## src/shared/serial_link_consts.svh

```systemverilog
`ifndef SERIAL_LINK_CONSTS_SVH
`define SERIAL_LINK_CONSTS_SVH

// Framing
`define MB_BLOCKS 6'd32
`define MB_LAST 5'd31
`define LMFC_LAST 5'd15
`define PILOT 5'b00001
`define EOEMB_POS 5'd22
`define ILAS_MF_LAST 2'd3
`define HDR_ONE 2'b01
`define HDR_ZERO 2'b10

// Fill words
`define CGS_WORD 64'hBCBC_BCBC_BCBC_BCBC
`define ILAS_WORD 64'h1C1C_1C1C_1C1C_1C1C
`define IDLE_WORD 64'h0000_0000_0000_0000

// Alarm bit positions
`define ALM_CPLL 0
`define ALM_SPLL 1
`define ALM_LINK 2
`define ALM_SYSREF 3
`define ALM_CLK 4
`define ALM_FIFO 5
`define ALM_RESET 6'h00

// Receiver monitor thresholds
`define SH_WINDOW 6'd63
`define SH_ERR_LIMIT 4'd4
`define SH_LOCK_GOOD 6'd63
`define MB_WINDOW 4'd15
`define MB_ERR_LIMIT 3'd3
`define EMB_ERR_LIMIT 3'd3

`endif

```

## src/shared/serial_link_pkg.sv

```systemverilog
package serial_link_pkg;
    typedef enum logic [1:0] {
        TX_OFF = 2'b00,
        TX_CGS = 2'b01,
        TX_ILAS = 2'b11,
        TX_DATA = 2'b10
    } tx_state_t;
    typedef enum logic [1:0] {
        CF_IDLE = 2'b00,
        CF_LOAD = 2'b01,
        CF_ARM = 2'b11
    } cfg_state_t;
    typedef logic [63:0] word_t;
endpackage : serial_link_pkg

```

## src/shared/serial_link_if.sv

```systemverilog
interface serial_link_if;
    logic [1:0] hdr;
    logic [63:0] payload;
    logic txValid;
    logic rxReady;
    logic syncN;
    logic linkEnable;
    logic encMode;
    logic subclass0;
    logic [3:0] preemphasis;
    modport dev (
        input rxReady, syncN, linkEnable, encMode, subclass0, preemphasis,
        output hdr, payload, txValid
    );
    modport host (
        output rxReady, syncN, linkEnable, encMode, subclass0, preemphasis,
        input hdr, payload, txValid
    );
endinterface : serial_link_if

```

## src/verilog/serial_link_tx_device.sv

```systemverilog
`include "serial_link_consts.svh"

module serial_link_tx_device
    import serial_link_pkg::*;
(
    // Clock and reset
    input wire logic clk,
    input wire logic rst,
    input wire logic ce,
    // Link
    serial_link_if.dev link,
    // Data in
    input word_t inData,
    input wire logic inValid,
    output logic inReady_r,
    // Timing and alarm pins
    input wire logic sysrefPin,
    input wire logic cpllUnlocked,
    input wire logic spllUnlocked,
    input wire logic clockUpset,
    input wire logic fifoError,
    // Alarm control
    input wire logic [5:0] alarmClear,
    input wire logic [5:0] alarm_mask_bits,
    input wire logic pinSelAlarm,
    input wire logic calStatus,
    // Status and analog controls
    output logic [5:0] alarm_status_bits,
    output logic alarmSummary_r,
    output logic cal_or_alarm_output_pin,
    output logic [3:0] serializer_preemphasis_level,
    output logic serPowerDown_r,
    output logic clkGateEn_r,
    output logic lemcEdge_r
);
    // ----------------------------------------
    // Functions
    // ----------------------------------------
    function automatic logic [4:0] lastCount(input logic mode);
        lastCount = mode ? `MB_LAST : `LMFC_LAST;
    endfunction : lastCount

    function automatic logic streamBit(input logic [4:0] pos);
        case (pos)
            5'd3, 5'd7, 5'd11, 5'd15, 5'd19, 5'd21, 5'd23, 5'd31: streamBit = 1'b1;
            `EOEMB_POS: streamBit = 1'b1;
            default: streamBit = 1'b0;
        endcase
    endfunction : streamBit

    tx_state_t state_r;
    logic [6:0] s1_r, s2_r, s3_r, filt_r;
    logic sysrefPrev_r;
    logic [4:0] lemc_r;
    logic [1:0] ilasCnt_r;
    logic [1:0] hdr_r;
    word_t payload_r;
    logic txValid_r;
    word_t mem_r [2];
    logic wrPtr_r, rdPtr_r;
    logic [1:0] count_r;
    logic [5:0] status_r;
    logic pin_r;
    logic [3:0] preemph_r;

    assign link.hdr = hdr_r;
    assign link.payload = payload_r;
    assign link.txValid = txValid_r;
    assign alarm_status_bits = status_r;
    assign cal_or_alarm_output_pin = pin_r;
    assign serializer_preemphasis_level = preemph_r;

    // ----------------------------------------
    // Pin synchronisers
    // ----------------------------------------
    wire [6:0] pins = {sysrefPin, fifoError, clockUpset, 2'b00, spllUnlocked, cpllUnlocked};
    wire [6:0] agree = ~(s2_r ^ s3_r);
    wire [6:0] filtNxt = (filt_r & ~agree) | (s3_r & agree);

    always_ff @(posedge clk or posedge rst) begin
        if (rst) begin
            s1_r <= 7'h00;
            s2_r <= 7'h00;
            s3_r <= 7'h00;
            filt_r <= 7'h00;
            sysrefPrev_r <= 1'b0;
        end else if (ce) begin
            s1_r <= pins;
            s2_r <= s1_r;
            s3_r <= s2_r;
            filt_r <= filtNxt;
            sysrefPrev_r <= filt_r[6];
        end
    end

    // ----------------------------------------
    // Local multiframe clock
    // ----------------------------------------
    wire en = link.linkEnable;
    wire mode = link.encMode;
    wire sysEdge = filt_r[6] && !sysrefPrev_r && !link.subclass0;
    wire lemcWrap = (lemc_r == lastCount(mode));
    wire realign = sysEdge && en && !lemcWrap;
    wire step = link.rxReady && en;

    always_ff @(posedge clk or posedge rst) begin
        if (rst) begin
            lemc_r <= 5'h00;
            lemcEdge_r <= 1'b0;
        end else if (ce) begin
            if (!en) begin
                lemc_r <= 5'h00;
                lemcEdge_r <= 1'b0;
            end else if (sysEdge) begin
                lemc_r <= 5'h00;
                lemcEdge_r <= 1'b1;
            end else if (step) begin
                lemc_r <= lemcWrap ? 5'h00 : lemc_r + 5'd1;
                lemcEdge_r <= lemcWrap;
            end else begin
                lemcEdge_r <= 1'b0;
            end
        end
    end

    // ----------------------------------------
    // Link state
    // ----------------------------------------
    always_ff @(posedge clk or posedge rst) begin
        if (rst) begin
            state_r <= TX_OFF;
            ilasCnt_r <= 2'h0;
        end else if (ce) begin
            if (!en) begin
                state_r <= TX_OFF;
            end else begin
                case (state_r)
                    TX_OFF: state_r <= TX_CGS;
                    TX_CGS: if (step && lemcWrap && (mode || link.syncN)) begin
                        state_r <= mode ? TX_DATA : TX_ILAS;
                        ilasCnt_r <= 2'h0;
                    end
                    TX_ILAS: if (!link.syncN) begin
                        state_r <= TX_CGS;
                    end else if (step && lemcWrap) begin
                        ilasCnt_r <= ilasCnt_r + 2'd1;
                        if (ilasCnt_r == `ILAS_MF_LAST)
                            state_r <= TX_DATA;
                    end
                    TX_DATA: if (!mode && !link.syncN)
                        state_r <= TX_CGS;
                    default: state_r <= TX_OFF;
                endcase
            end
        end
    end

    // ----------------------------------------
    // Two-entry buffer
    // ----------------------------------------
    wire push = inValid && inReady_r;
    wire pop = step && (state_r == TX_DATA) && (count_r != 2'd0);
    wire [1:0] countNxt = count_r + {1'b0, push} - {1'b0, pop};

    always_ff @(posedge clk or posedge rst) begin
        if (rst) begin
            wrPtr_r <= 1'b0;
            rdPtr_r <= 1'b0;
            count_r <= 2'd0;
            inReady_r <= 1'b0;
        end else if (ce) begin
            if (push)
                wrPtr_r <= !wrPtr_r;
            if (pop)
                rdPtr_r <= !rdPtr_r;
            count_r <= countNxt;
            inReady_r <= (countNxt != 2'd2);
        end
    end

    always_ff @(posedge clk) begin
        if (ce && push)
            mem_r[wrPtr_r] <= inData;
    end

    // ----------------------------------------
    // Block output
    // ----------------------------------------
    wire shb = streamBit(lemc_r);
    wire [1:0] hdrNxt = shb ? `HDR_ONE : `HDR_ZERO;
    wire word_t dataWord = (count_r != 2'd0) ? mem_r[rdPtr_r] : `IDLE_WORD;
    wire word_t fillWord = (state_r == TX_ILAS) ? `ILAS_WORD : `CGS_WORD;

    always_ff @(posedge clk or posedge rst) begin
        if (rst) begin
            hdr_r <= `HDR_ONE;
            payload_r <= `IDLE_WORD;
            txValid_r <= 1'b0;
        end else if (ce) begin
            txValid_r <= en && (state_r != TX_OFF);
            if (step) begin
                hdr_r <= hdrNxt;
                payload_r <= (state_r == TX_DATA) ? dataWord : fillWord;
            end
        end
    end

    // ----------------------------------------
    // Alarms and analog controls
    // ----------------------------------------
    wire [5:0] events = {filt_r[5], filt_r[4], realign, en && (state_r != TX_DATA), filt_r[1], filt_r[0]};
    wire [5:0] statusNxt = (status_r & ~alarmClear) | events;
    wire summaryNxt = |(statusNxt & ~alarm_mask_bits);

    always_ff @(posedge clk or posedge rst) begin
        if (rst) begin
            status_r <= `ALM_RESET;
            alarmSummary_r <= 1'b0;
            pin_r <= 1'b0;
            preemph_r <= 4'h0;
            serPowerDown_r <= 1'b1;
            clkGateEn_r <= 1'b0;
        end else if (ce) begin
            status_r <= statusNxt;
            alarmSummary_r <= summaryNxt;
            pin_r <= pinSelAlarm ? summaryNxt : calStatus;
            preemph_r <= en ? link.preemphasis : 4'h0;
            serPowerDown_r <= !en;
            clkGateEn_r <= en;
        end
    end
endmodule : serial_link_tx_device

```

## src/flat_wrapper.sv

```systemverilog
// flat-port wrapper written by rule: the top's interface ports become plain ports
module serial_link_tx_device_flat import serial_link_pkg::*;
  (clk, rst, ce, inData, inValid, inReady_r, sysrefPin, cpllUnlocked, spllUnlocked, clockUpset, fifoError, alarmClear, alarm_mask_bits, pinSelAlarm, calStatus, alarm_status_bits, alarmSummary_r, cal_or_alarm_output_pin, serializer_preemphasis_level, serPowerDown_r, clkGateEn_r, lemcEdge_r, link_rxReady, link_syncN, link_linkEnable, link_encMode, link_subclass0, link_preemphasis, link_hdr, link_payload, link_txValid);
  serial_link_if link_i ();
  input wire logic clk;
  input wire logic rst;
  input wire logic ce;
  input word_t inData;
  input wire logic inValid;
  output logic inReady_r;
  input wire logic sysrefPin;
  input wire logic cpllUnlocked;
  input wire logic spllUnlocked;
  input wire logic clockUpset;
  input wire logic fifoError;
  input wire logic [5:0] alarmClear;
  input wire logic [5:0] alarm_mask_bits;
  input wire logic pinSelAlarm;
  input wire logic calStatus;
  output logic [5:0] alarm_status_bits;
  output logic alarmSummary_r;
  output logic cal_or_alarm_output_pin;
  output logic [3:0] serializer_preemphasis_level;
  output logic serPowerDown_r;
  output logic clkGateEn_r;
  output logic lemcEdge_r;
  input wire logic [$bits(link_i.rxReady)-1:0] link_rxReady;
  input wire logic [$bits(link_i.syncN)-1:0] link_syncN;
  input wire logic [$bits(link_i.linkEnable)-1:0] link_linkEnable;
  input wire logic [$bits(link_i.encMode)-1:0] link_encMode;
  input wire logic [$bits(link_i.subclass0)-1:0] link_subclass0;
  input wire logic [$bits(link_i.preemphasis)-1:0] link_preemphasis;
  output wire logic [$bits(link_i.hdr)-1:0] link_hdr;
  output wire logic [$bits(link_i.payload)-1:0] link_payload;
  output wire logic [$bits(link_i.txValid)-1:0] link_txValid;
  assign link_i.rxReady = link_rxReady;
  assign link_i.syncN = link_syncN;
  assign link_i.linkEnable = link_linkEnable;
  assign link_i.encMode = link_encMode;
  assign link_i.subclass0 = link_subclass0;
  assign link_i.preemphasis = link_preemphasis;
  assign link_hdr = link_i.hdr;
  assign link_payload = link_i.payload;
  assign link_txValid = link_i.txValid;
  serial_link_tx_device u_core (.clk(clk), .rst(rst), .ce(ce), .link(link_i), .inData(inData), .inValid(inValid), .inReady_r(inReady_r), .sysrefPin(sysrefPin), .cpllUnlocked(cpllUnlocked), .spllUnlocked(spllUnlocked), .clockUpset(clockUpset), .fifoError(fifoError), .alarmClear(alarmClear), .alarm_mask_bits(alarm_mask_bits), .pinSelAlarm(pinSelAlarm), .calStatus(calStatus), .alarm_status_bits(alarm_status_bits), .alarmSummary_r(alarmSummary_r), .cal_or_alarm_output_pin(cal_or_alarm_output_pin), .serializer_preemphasis_level(serializer_preemphasis_level), .serPowerDown_r(serPowerDown_r), .clkGateEn_r(clkGateEn_r), .lemcEdge_r(lemcEdge_r));
endmodule
```

## config.mk

```make
export PLATFORM = sky130hd
export DESIGN_NAME = serial_link_tx_device_flat
export DESIGN_NICKNAME = d
export VERILOG_FILES = /design/src/shared/serial_link_pkg.sv /design/src/shared/serial_link_if.sv /design/src/verilog/serial_link_tx_device.sv /design/src/flat_wrapper.sv
export VERILOG_INCLUDE_DIRS = /design/src /design/src/shared
export SDC_FILE = /design/constraint.sdc
export NUM_CORES = 1
export LEC_CHECK = 0
export ABC_AREA = 1
export ABC_CLOCK_PERIOD_IN_PS = 12800
export BUFFER_PORTS_ARGS = -buffer_cell sky130_fd_sc_hd__buf_4
export CAP_MARGIN = 20
export CORE_ASPECT_RATIO = 2
export CORE_UTILIZATION = 25
export DETAILED_ROUTE_END_ITERATION = 8
export GPL_ROUTABILITY_DRIVEN = 1
export GPL_TIMING_DRIVEN = 0
export PLACE_DENSITY = 0.49
export SLEW_MARGIN = 30
export SYNTH_ARGS = -nofsm -noshare
export SYNTH_HDL_FRONTEND = slang
export SYNTH_SLANG_ARGS = --single-unit
```

## constraint.sdc

```tcl
create_clock -name clk -period 12.8 [get_ports clk]
set_clock_uncertainty 0.1 [all_clocks]
set_input_delay 3.2 -clock clk [delete_from_list [all_inputs] [get_ports clk]]
set_output_delay 3.2 -clock clk [all_outputs]
set_load 0.05 [all_outputs]
```

* After elaboration in Yosys (flattened, before gate mapping)
Memory sizes are Yosys's and may differ from the RTL's. Index checks and enable logic that the tools add are counted.
Word-level totals: input bits 96, memories kept 2, memory bits (writable) 128, output and inout bits 83, bits in read-only memories 32, register bits after elaboration 119, word-level logic and storage cells 116
Memory list:
- u_core.mem_r | words 2, width 64, rd ports 1, clocked after memory_dff 0, wr ports 1, RTL line serial_link_tx_device.sv:59 | word_t mem_r [2];
- (name not given) | words 32, width 1, rd ports 1, clocked after memory_dff 0, wr ports 0, RTL line serial_link_tx_device.sv:44 | case (pos)
Operators by class: bitwise gates (word level) 11, equal/unequal tests 15, add/sub/neg operators 4, mux-type cells 28, reductions and logical operators 34
Operators with widths (number):
- 2-to-1 mux 64 bit | 3
- 2-to-1 mux 5 bit | 5
- 2-to-1 mux 2 bit | 10
- AND 7 bit | 2
- logical AND 1 bit | 14
- NOT 7 bit | 2
- AND 6 bit | 2
- NOT 6 bit | 2
- logical NOT 1 bit | 8
- inequality test 4 x 3 -> 1 bit, second input constant | 2
- case mux 2 bit (4 select lines) | 1
- AND reduction 2 bit | 4
- 2-to-1 mux 1 bit | 7
- bitwise OR 7 bit | 1
- bitwise XOR 7 bit | 1
- == test 2 bit, second input constant | 3
- inequality test 2 bit, second input constant | 3
- inequality test 3 x 2 -> 1 bit, second input constant | 2
- bitwise OR 6 bit | 1
- AND reduction 6 bit | 1
- nonzero test 2 bit | 3
- OR reduction 6 bit | 1
- adder 5 x 1 -> 5 bit, second input constant | 1
- == test 5 bit | 1
- other kinds (11) | 12

* Logic depth before layout (Yosys ltp)
Gate-level depths: netlist (run 1).
depth in word-level cells 9, mapped depth 11, depth with buffers taken out 11

* Least setup slack after synthesis (run 1)
OpenSTA, ideal clock, no wires.
path kind input -> register, from input ce, to memory u_core.mem_r[0][0] (netlist name) (enable), setup time 0.486 ns, setup slack 6.045 ns, data required time 12.214 ns, path buffers 1, stages 3, arrival 6.168 ns, path through buf_2 -> nand2_1 -> nor2_1
Between the ends: word-level cells in the longest chain between the ends 3
RTL lines:
- start, declared | RTL line flat_wrapper.sv:7 | input wire logic ce;
- logical AND 1 bit | RTL line serial_link_tx_device.sv:182 | if (ce && push)
- 2-to-1 mux 1 bit | RTL line serial_link_tx_device.sv:182
- 2-to-1 mux 1 bit (implied by the code) | RTL line serial_link_tx_device.sv:183 | mem_r[wrPtr_r] <= inData;
- end, declared | RTL line serial_link_tx_device.sv:59
Every way passes these cells.

* Worst setup path in the final report (run 1)
from register u_core.hdr_r[0], in the netlist u_core.link.hdr[0], to output link_hdr[0]
RTL lines:
- start, declared | RTL line serial_link_tx_device.sv:56 | logic [1:0] hdr_r;
- start signal, assigned | RTL line serial_link_tx_device.sv:196 | hdr_r <= `HDR_ONE;
- start signal, assigned | RTL line serial_link_tx_device.sv:202 | hdr_r <= hdrNxt;
- end, declared | RTL line flat_wrapper.sv:33 | output wire logic [$bits(link_i.hdr)-1:0] link_hdr;
No word-level cell between the ends.

==> reports/metrics.yaml, run 1 <==
status: "finished clean"
via_per_inst: 4.34
yosysWarnings: 0
cp_slowest_stage_delay_ns: 0.54
slew_headroom_pct: 58.3
p_total_mw: 2.52
post_cts_resized: 0
ys_ff_latch: 245
synth_xor_area_share_pct: 0.458
power_frac_clock_pct: 28.6
synth_edf_count: 128
ys_top_cells_by_area: "edfxtp_1 (40%), dfrtp_1 (30%), nand2_1 (5.0%)"
hold_slack_ns: 0.382
first_pass_iters: 6
fin_nets: 1061
setup_tns_ns: 0
crit_path_cell_trace: "buf_4"
wire_per_inst_um: 17.6
avgSynthCellArea_um2: 12.8
grt_antenna_before_repair: 0
design_area_mm2: 0.0125
final_common_cell: "buf_4"
synth_nets: 850
fp.coreArea_mm2: 0.0378
diodes: 0
synth.area.mux_share_pct: 4.19
vias: 6245
switching_share_pct: 35.2
clk_latency_ns: 0.53
std_cell_rows: 101
ys_seq_area_share_pct: 70.8
grt_remaining_overflow: 0
combPwrFrac_pct: 30.6
rsz0062_at_grt: "false"
synth_cells: 748
synthAdderAreaFrac_pct: 0.785
areaGrowthSynthToFinish_pct: 30.5
remaining_drc_errors: 0
layout_common_cells: "buf_4 (180), nand2_1 (128), edfxtp_1 (128), dfrtp_1 (115), nor2_1 (69)"
p_sw_uw: 885
antenna_left: 0
ir_drop_mv: 0.150
worst_path_max_delay_cell: "dfstp_2"
cts_tree: "done"
fin_crit_sh_pct: 35.6
grt_max_degree: 67
slew_violations: 0
cts_sinks: 245
syn_area_mm2: 0.00956
htreeDepth: 1
synth_top_cell_area_share_pct: 40.2
ios: 179
critPathBufInv: 1
synth-compound-area-share_pct: 10.1
cp_max_fo: 2
postCtsHoldBufs: 0
clk_pin_slew_ns: 0.07
maxCapViolations: 0
post-route-min-period_ns: 4.56
critPathKind: "register to output pin"
grt_pass1_vias: 6733
die_y_um: 279
max_freq_mhz: 219
start_kind: "register"
hold_viol: 0
ys_async_sr_fraction_pct: 47.8
hpwl_um: 18200
synth-main-ff-cell: "edfxtp_1"
critical_path_arrival_ns: 1.26
gr-usage-all-layers_pct: 13.2
synth_top_family_by_area: "compound AO/OA/AOI/OAI gates"
synthDistinctLibCells: 36
synthSimpleGateAreaFrac_pct: 10.0
required_ns: 9.50
drive_gt1_share_pct: 29.2
drt-initial-drc-count: 172
path_delay_family: "flip-flops"
power_density_mw_per_mm2: 202
io_buffer_count: 178
die_area_mm2: 0.0391
die-width_um: 140
place_congestion: 0.758
yosysTopAreaCell: "edfxtp_1"
crit_path_end_kind: "output pin"
worst_slew_pin_slew_ns: 0.626
numCtsBuffers: 24
seqPwrFrac_pct: 40.8
instances_no_fill: 1440
worst_hold_path_type: "register to register"
wl_um: 25400
p_int_mw: 1.63
cts_setup_buffers: 0
place_inst: 1396
grt_pass1_wl_um: 38900
leakage_nw: 5.34
root_buffer: "clkbuf_16"
setup_viol: 0
placed_area_mm2: 0.0117
initial_core_util_pct: 25.3
clk_path_buf_depth: 3
## sequential cells by signal, summed over array words and instances (netlist names), 4 cells and up, named ones only
name / cells
u_core.link.payload: 64
u_core.serializer_preemphasis_level: 4
u_core.s2_r: 5
u_core.s3_r: 5
u_core.alarm_status_bits: 6
u_core.s1_r: 5
u_core.mem_r: 128
u_core.lemc_r: 5
## through the flow
stage | setup slack (ns) | util [%]
after floorplan | 6.05 | -
after global placement | 3.54 | 30.4
after detailed placement | 7.69 | 30.9
after CTS | 8.20 | 33.0
after global routing | 8.20 | 33.0
final | 8.24 | 33.0
## cell usage after synthesis, types with 5 or more instances
library cell,number
nand2_2,5
a21oi_1,5
o21ai_0,59
nand2_1,128
nand3_1,14
o211ai_2,16
inv_2,6
buf_2,15
edfxtp_1,128
mux2i_1,40
nor2_1,71
o21ai_1,30
clkbuf_1,11
a2bb2oi_1,24
ha_1,6
dfrtp_1,115
inv_1,38
## metal layers
| layer | routed length (µm) | share of wire [%] | vias up | GRT usage (%) |
|---|---|---|---|---|
| met5 | 0 | 0 | - | 0 |
| met4 | 714 | 2.8 | 0 | 4.93 |
| met3 | 1080 | 4.3 | 38 | 1.98 |
| met2 | 14300 | 56 | 141 | 26.1 |
| met1 | 9320 | 37 | 3047 | 13.8 |
| li1 | - | - | 3019 | - |
## area by class of cell
cell class / instances / area [µm²]
Clock inverter: 10 / 108
Fill cell: 3757 / 25300
Multi-Input combinational cell: 426 / 2460
Buffer: 33 / 180
Sequential cell: 245 / 6770
Timing Repair Buffer: 185 / 1510
Inverter: 44 / 173
Tap cell: 463 / 579
Clock buffer: 34 / 689
## power groups by stage
| stage | Sequential (mW) | Clock [mW] | Combinational (mW) |
|---|---|---|---|
| 3_5_place_dp | 1.04 | 0 | 0.788 |
| 6_report | 1.03 | 0.719 | 0.772 |
| 2_1_floorplan | 1.25 | 0 | 0.306 |
| 4_1_cts | 1.03 | 0.745 | 0.790 |
| 3_3_place_gp | 1.05 | 0 | 0.760 |
| 5_1_grt | 1.04 | 0.770 | 0.838 |
## kinds of logic (layout without fill, tap and decap cells)
| group | after synthesis | count (layout) |
|---|---|---|
| flops | 245 | 245 |
| simple gates | 230 | 230 |
| compound gates | 145 | 145 |
| buf+inv | 77 | 306 |
| mux | 40 | 40 |
| fa+ha+maj | 6 | 6 |
| xor+xnor | 5 | 5 |
## final timing paths
kind                                     endpoint  slack, ns  depth (start not counted)                from
min in group asynchronous  u_core.link.payload[2]       2.57                          2                 rst
min                                u_core.s3_r[6]       0.38                          2      u_core.s3_r[6]
max reg2reg                      u_core.inReady_r      10.77                          9   u_core.count_r[1]
max                                   link_hdr[0]       8.24                          1  u_core.link.hdr[0]
max in group asynchronous   u_core.serPowerDown_r       9.27                          3                 rst
min reg2reg                        u_core.s3_r[6]       0.38                          2      u_core.s3_r[6]
## worst register-to-register path, delay by kind of cell (launching register included)
kind                       cells  cell delay (ns)
and+or+nand+nor                3             0.53
adders and majority gates      2             0.48
DFF                            1             0.42
xor gates and xnor gates       1             0.16
AOI/OAI and AO/OA              1             0.14
buffers and inverters          2             0.10
Power figures use the tool's default switching activity.
==> run 2: changes to the inputs <==
--- a/config.mk
+++ b/config.mk
@@ -7,7 +7,7 @@
 export NUM_CORES = 1
 export LEC_CHECK = 0
 export ABC_AREA = 1
-export ABC_CLOCK_PERIOD_IN_PS = 12800
+export ABC_CLOCK_PERIOD_IN_PS = 4000
 export BUFFER_PORTS_ARGS = -buffer_cell sky130_fd_sc_hd__buf_4
 export CAP_MARGIN = 20
 export CORE_ASPECT_RATIO = 2
@@ -15,7 +15,7 @@
 export DETAILED_ROUTE_END_ITERATION = 8
 export GPL_ROUTABILITY_DRIVEN = 1
 export GPL_TIMING_DRIVEN = 0
-export PLACE_DENSITY = 0.49
+export PLACE_DENSITY = 0.51
 export SLEW_MARGIN = 30
 export SYNTH_ARGS = -nofsm -noshare
 export SYNTH_HDL_FRONTEND = slang
==> constraint.sdc (replaced) <==
create_clock -name clk -period 4 [get_ports clk]
set_clock_uncertainty 0.1 [all_clocks]
set_input_delay 1 -clock clk [delete_from_list [all_inputs] [get_ports clk]]
set_output_delay 1 -clock clk [all_outputs]
set_load 0.05 [all_outputs]
==> reports/metrics.yaml, run 2 (synthesis results as in run 1) <==
postCtsHoldBufs: 0  # unchanged
final_common_cell: "buf_4"
die_area_mm2: 0.0391  # unchanged
critical_path_arrival_ns: 2.69  # +1.43 ns
leakage_nw: 5.37  # +0.46%
cts_tree: "done"
placed_area_mm2: 0.0117  # +0.55%
p_total_mw: 8.04  # +220%
crit_path_cell_trace: "buf_4, buf_2, nand2_1, nor2_4, buf_16, buf_16, buf_16"
remaining_drc_errors: 0  # unchanged
cts_setup_buffers: 0  # unchanged
grt_pass1_vias: 6909  # +2.6%
fin_crit_sh_pct: 64.1
hpwl_um: 18400  # +1.0%
cts_sinks: 245  # unchanged
worst_slew_pin_slew_ns: 0.612  # -0.0141 ns
diodes: 0  # unchanged
fp.coreArea_mm2: 0.0378  # unchanged
fin_nets: 1064  # +0.28%
critPathBufInv: 5  # +4
areaGrowthSynthToFinish_pct: 31.0
place_congestion: 0.775  # +2.4%
slew_headroom_pct: 59.1  # +0.85 points
vias: 6294  # +0.78%
clk_latency_ns: 0.52  # about the same
clk_pin_slew_ns: 0.06  # about the same
rr_worst_depth: 7  # -2
cp.depth: 7  # +6
drive_gt1_share_pct: 29.1  # -0.060 points
largest_register_ffs: 128  # unchanged
post-route-min-period_ns: 2.57
gr-usage-all-layers_pct: 13.3  # +0.030 points
regMostFlops: "u_core.mem_r"
clk_path_buf_depth: 3  # unchanged
hp-start: "u_core.link.hdr[0]"
ios: 179  # unchanged
post_cts_resized: 0  # unchanged
cp_slowest_stage_delay_ns: 0.52  # -0.02 ns
slew_violations: 0  # unchanged
critPathKind: "input port to register"
grt_remaining_overflow: 0  # unchanged
r2r_slack_ns: 1.81  # -8.96 ns
die_y_um: 279  # unchanged
layout_common_cells: "buf_4 (180), nand2_1 (128), edfxtp_1 (128), dfrtp_1 (115), nor2_1 (69)"
via_per_inst: 4.36  # +0.64%
std_cell_rows: 101  # unchanged
path_common_cell: "buf_16"
wl_um: 25300  # -0.52%
io_buffer_count: 178  # unchanged
start_kind: "input port"
hold_viol: 0  # unchanged
drt-initial-drc-count: 248  # +44%
required_ns: 4.13  # -5.37 ns
crit_path_end_kind: "register"
status: "finished clean"
hold_slack_ns: 0.375  # -0.00692 ns
die-width_um: 140  # unchanged
power_density_mw_per_mm2: 642  # +220%
wire_per_inst_um: 17.5  # -0.65%
setup_viol: 0  # unchanged
hold_path_depth: 2  # unchanged
grt_antenna_before_repair: 0  # unchanged
grt_max_degree: 28  # -58%
design_area_mm2: 0.0125  # +0.38%
grt_pass1_wl_um: 39000  # +0.18%
maxCapViolations: 0  # unchanged
cp_max_fo: 19  # +17
setup.worst_path.start: "ce"
numCtsBuffers: 24  # unchanged
antenna_left: 0  # unchanged
worst_path_max_delay_cell: "nor2_4"
path_delay_family: "buffers and inverters"
initial_core_util_pct: 25.3  # unchanged
first_pass_iters: 4  # -2
ir_drop_mv: 0.355  # +140%
rsz0062_at_grt: "false"
hold_end: "u_core.link.hdr[0]"
reg2reg_to: "u_core.mem_r[1][53]"
worst_hold_path_type: "register to register"
htreeDepth: 1  # unchanged
max_freq_mhz: 390
r2r-start: "u_core.inReady_r"
root_buffer: "clkbuf_16"
-- run 2: where the power goes --
part	total [mW]	switching [mW]	internal [mW]
Sequential	3.28	0.206	3.07
Clock	2.27	0.953	1.32
Combinational	2.48	1.65	0.830
Total	8.04	2.81	5.22
-- run 2: layer usage --
metal / global-route usage (%) / up-vias / wire length (µm)
met1: 13.5 / 3078 / 9160
met5: 0 / - / 0
li1: - / 3026 / -
met3: 1.74 / 41 / 910
met4: 5.30 / 0 / 726
met2: 26.4 / 149 / 14500
-- run 2: final cells by class --
type	instances	area, µm²
Timing Repair Buffer	188	1580
Tap cell	463	579
Multi-Input combinational cell	426	2460
Sequential cell	245	6770
Fill cell	3768	25300
Inverter	44	169
Clock buffer	33	686
Buffer	33	180
Clock inverter	10	95.1
-- run 2: worst min-delay path: cells and delay by family (launching register included) --
kind | cells | cell delay [ns]
flip-flops | 1 | 0.37
AND/OR/NAND/NOR | 2 | 0.10
-- run 2: worst max path at each step --
stage,to,slack [ns]
after floorplan,u_core.mem_r[0][0],-0.55
after global placement,u_core.mem_r[0][15],-3.14
after detailed placement,u_core.mem_r[1][13],0.84
after CTS,u_core.mem_r[1][53],1.40
after global routing,u_core.mem_r[1][53],1.32
final,u_core.mem_r[1][53],1.43
-- run 2: metrics by stage --
| step | setup WS, ns | setup TNS, ns | cells | util, % |
|---|---|---|---|---|
| after floorplan | -0.555 | -70.98 | 748 | - |
| after global placement | -3.14 | -384.60 | 1389 | 30.4 |
| after detailed placement | 0.841 | 0 | 1399 | 31.1 |
| after CTS | 1.40 | 0 | 1442 | 33.1 |
| after global routing | 1.32 | 0 | 1442 | 33.1 |
| final | 1.43 | 0 | 1442 | 33.1 |
==> run 3: changes to the inputs <==
--- a/config.mk
+++ b/config.mk
@@ -7,7 +7,7 @@
 export NUM_CORES = 1
 export LEC_CHECK = 0
 export ABC_AREA = 1
-export ABC_CLOCK_PERIOD_IN_PS = 4000
+export ABC_CLOCK_PERIOD_IN_PS = 2600
 export BUFFER_PORTS_ARGS = -buffer_cell sky130_fd_sc_hd__buf_4
 export CAP_MARGIN = 20
 export CORE_ASPECT_RATIO = 2
@@ -15,7 +15,7 @@
 export DETAILED_ROUTE_END_ITERATION = 8
 export GPL_ROUTABILITY_DRIVEN = 1
 export GPL_TIMING_DRIVEN = 0
-export PLACE_DENSITY = 0.51
+export PLACE_DENSITY = 0.49
 export SLEW_MARGIN = 30
 export SYNTH_ARGS = -nofsm -noshare
 export SYNTH_HDL_FRONTEND = slang
==> constraint.sdc (replaced) <==
create_clock -name clk -period 2.6 [get_ports clk]
set_clock_uncertainty 0.1 [all_clocks]
set_input_delay 0.65 -clock clk [delete_from_list [all_inputs] [get_ports clk]]
set_output_delay 0.65 -clock clk [all_outputs]
set_load 0.05 [all_outputs]
==> reports/metrics.yaml, run 3 (synthesis results as in run 1) <==
grt_antenna_before_repair: 1  # +1
cp_slowest_stage_delay_ns: 0.41  # -0.11 ns
io_buffer_count: 178  # unchanged
cts_setup_buffers: 0  # unchanged
clk_latency_ns: 0.53  # about the same
wire_per_inst_um: 17.6  # +0.49%
areaGrowthSynthToFinish_pct: 31.5
fp.coreArea_mm2: 0.0378  # unchanged
layout_common_cells: "buf_4 (180), nand2_1 (128), edfxtp_1 (128), dfrtp_1 (115), nor2_1 (69)"
max_freq_mhz: 494
start_kind: "register"
clk_path_buf_depth: 3  # unchanged
grt_pass1_vias: 6915  # +0.087%
htreeDepth: 1  # unchanged
drive_gt1_share_pct: 29.9  # +0.80 points
r2r_slack_ns: 0.58  # -1.23 ns
critPathKind: "register to register"
cp_max_fo: 7  # -12
die-width_um: 140  # unchanged
grt_remaining_overflow: 0  # unchanged
initial_core_util_pct: 25.3  # unchanged
grt_max_degree: 28  # unchanged
postCtsHoldBufs: 0  # unchanged
place_congestion: 0.772  # -0.43%
largest_register_ffs: 128  # unchanged
worst_path_max_delay_cell: "dfrtp_1"
gr-usage-all-layers_pct: 13.3  # +0.075 points
post_cts_resized: 0  # unchanged
leakage_nw: 5.38  # +0.32%
status: "finished clean"
p_total_mw: 12.4  # +55%
critical_path_arrival_ns: 2.33  # -0.36 ns
required_ns: 2.90  # -1.23 ns
maxCapViolations: 0  # unchanged
setup.worst_path.start: "u_core.count_r[1]"
r2r-start: "u_core.count_r[1]"
wl_um: 25500  # +0.84%
std_cell_rows: 101  # unchanged
cts_tree: "done"
setup_tns_ns: 0  # unchanged
die_y_um: 279  # unchanged
final_common_cell: "buf_4"
setup_viol: 0  # unchanged
ir_drop_mv: 0.516  # +45%
via_per_inst: 4.38  # +0.32%
root_buffer: "clkbuf_16"
worst_hold_path_type: "input port to asynchronous set/reset pin"
hold_viol: 0  # unchanged
crit_path_cell_trace: "nor2_2, nor3_4, ha_1, inv_1, ha_1, xnor2_1, inv_1, o21ai_0, nand2_1"
antenna_left: 0  # unchanged
worst_slack_ns: 0.576  # -0.858 ns
remaining_drc_errors: 0  # unchanged
hpwl_um: 18600  # +1.2%
first_pass_iters: 5  # +1
die_area_mm2: 0.0391  # unchanged
rsz0062_at_grt: "false"
cts_sinks: 245  # unchanged
fin_nets: 1067  # +0.28%
post-route-min-period_ns: 2.02
grt_pass1_wl_um: 39200  # +0.60%
slew_headroom_pct: 57.3  # -1.8 points
post-route-util_pct: 33.3  # +0.15 points
drt-initial-drc-count: 209  # -16%
pre_cts_slack_ns: 0.165  # -0.676 ns
power_density_mw_per_mm2: 988  # +54%
worst_slew_pin_slew_ns: 0.640  # +0.0282 ns
ios: 179  # unchanged
crit_path_end_kind: "register"
numCtsBuffers: 25  # +4.2%
clk_pin_slew_ns: 0.07  # about the same
vias: 6336  # +0.67%
regMostFlops: "u_core.mem_r"
fin_crit_sh_pct: 77.9
slew_violations: 0  # unchanged
==> run 3: final timing paths <==
kind / endpoint / cells past startpoint
min in group clk: u_core.mem_r[0][58] / 1
hold reg to reg: u_core.link.hdr[0] / 2
hold / removal: u_core.s1_r[0] / 2
setup / recovery: u_core.inReady_r / 9
max in group asynchronous: u_core.link.hdr[0] / 4
setup reg to reg: u_core.inReady_r / 9
==> run 3: layout make-up <==
type                            count  area (µm²)
Tap cell                          463         579
Fill cell                        3761       25200
Timing Repair Buffer              190        1610
Clock inverter                     12        98.8
Antenna cell                        1        2.50
Inverter                           44         169
Clock buffer                       33         706
Buffer                             33         180
Sequential cell                   245        6770
Multi-Input combinational cell    426        2460
==> run 3: where the power goes <==
group / internal, mW / switching, mW
sequential: 4.72 / 0.340
combinational: 1.29 / 2.53
clock: 2.01 / 1.53
total: 8.03 / 4.41
==> run 3: through the flow <==
step,cells,cell area [µm²],hold slack (ns)
floorplan,748,9570,0.342
global placement,1389,11500,0.355
detailed placement,1401,11800,0.368
CTS,1446,12600,0.0752
global route,1447,12600,0.113
finish,1447,12600,0.0942
==> run 3: layer usage <==
layer	global-route usage, %	share of wire (%)	vias up
met3	2.17	4.8	45
met4	5.66	3.4	0
met1	12.8	34	3106
met2	27.1	58	155
met5	0	0	-
li1	-	-	3030
==> run 3: critical path: cells and delay by family, from the launching register on <==
kind	cells	cell delay, ns
compound gates	1	0.14
fa+ha+maj	2	0.48
simple gates	3	0.53
buf+inv	2	0.10
xor+xnor	1	0.14
flops	1	0.41
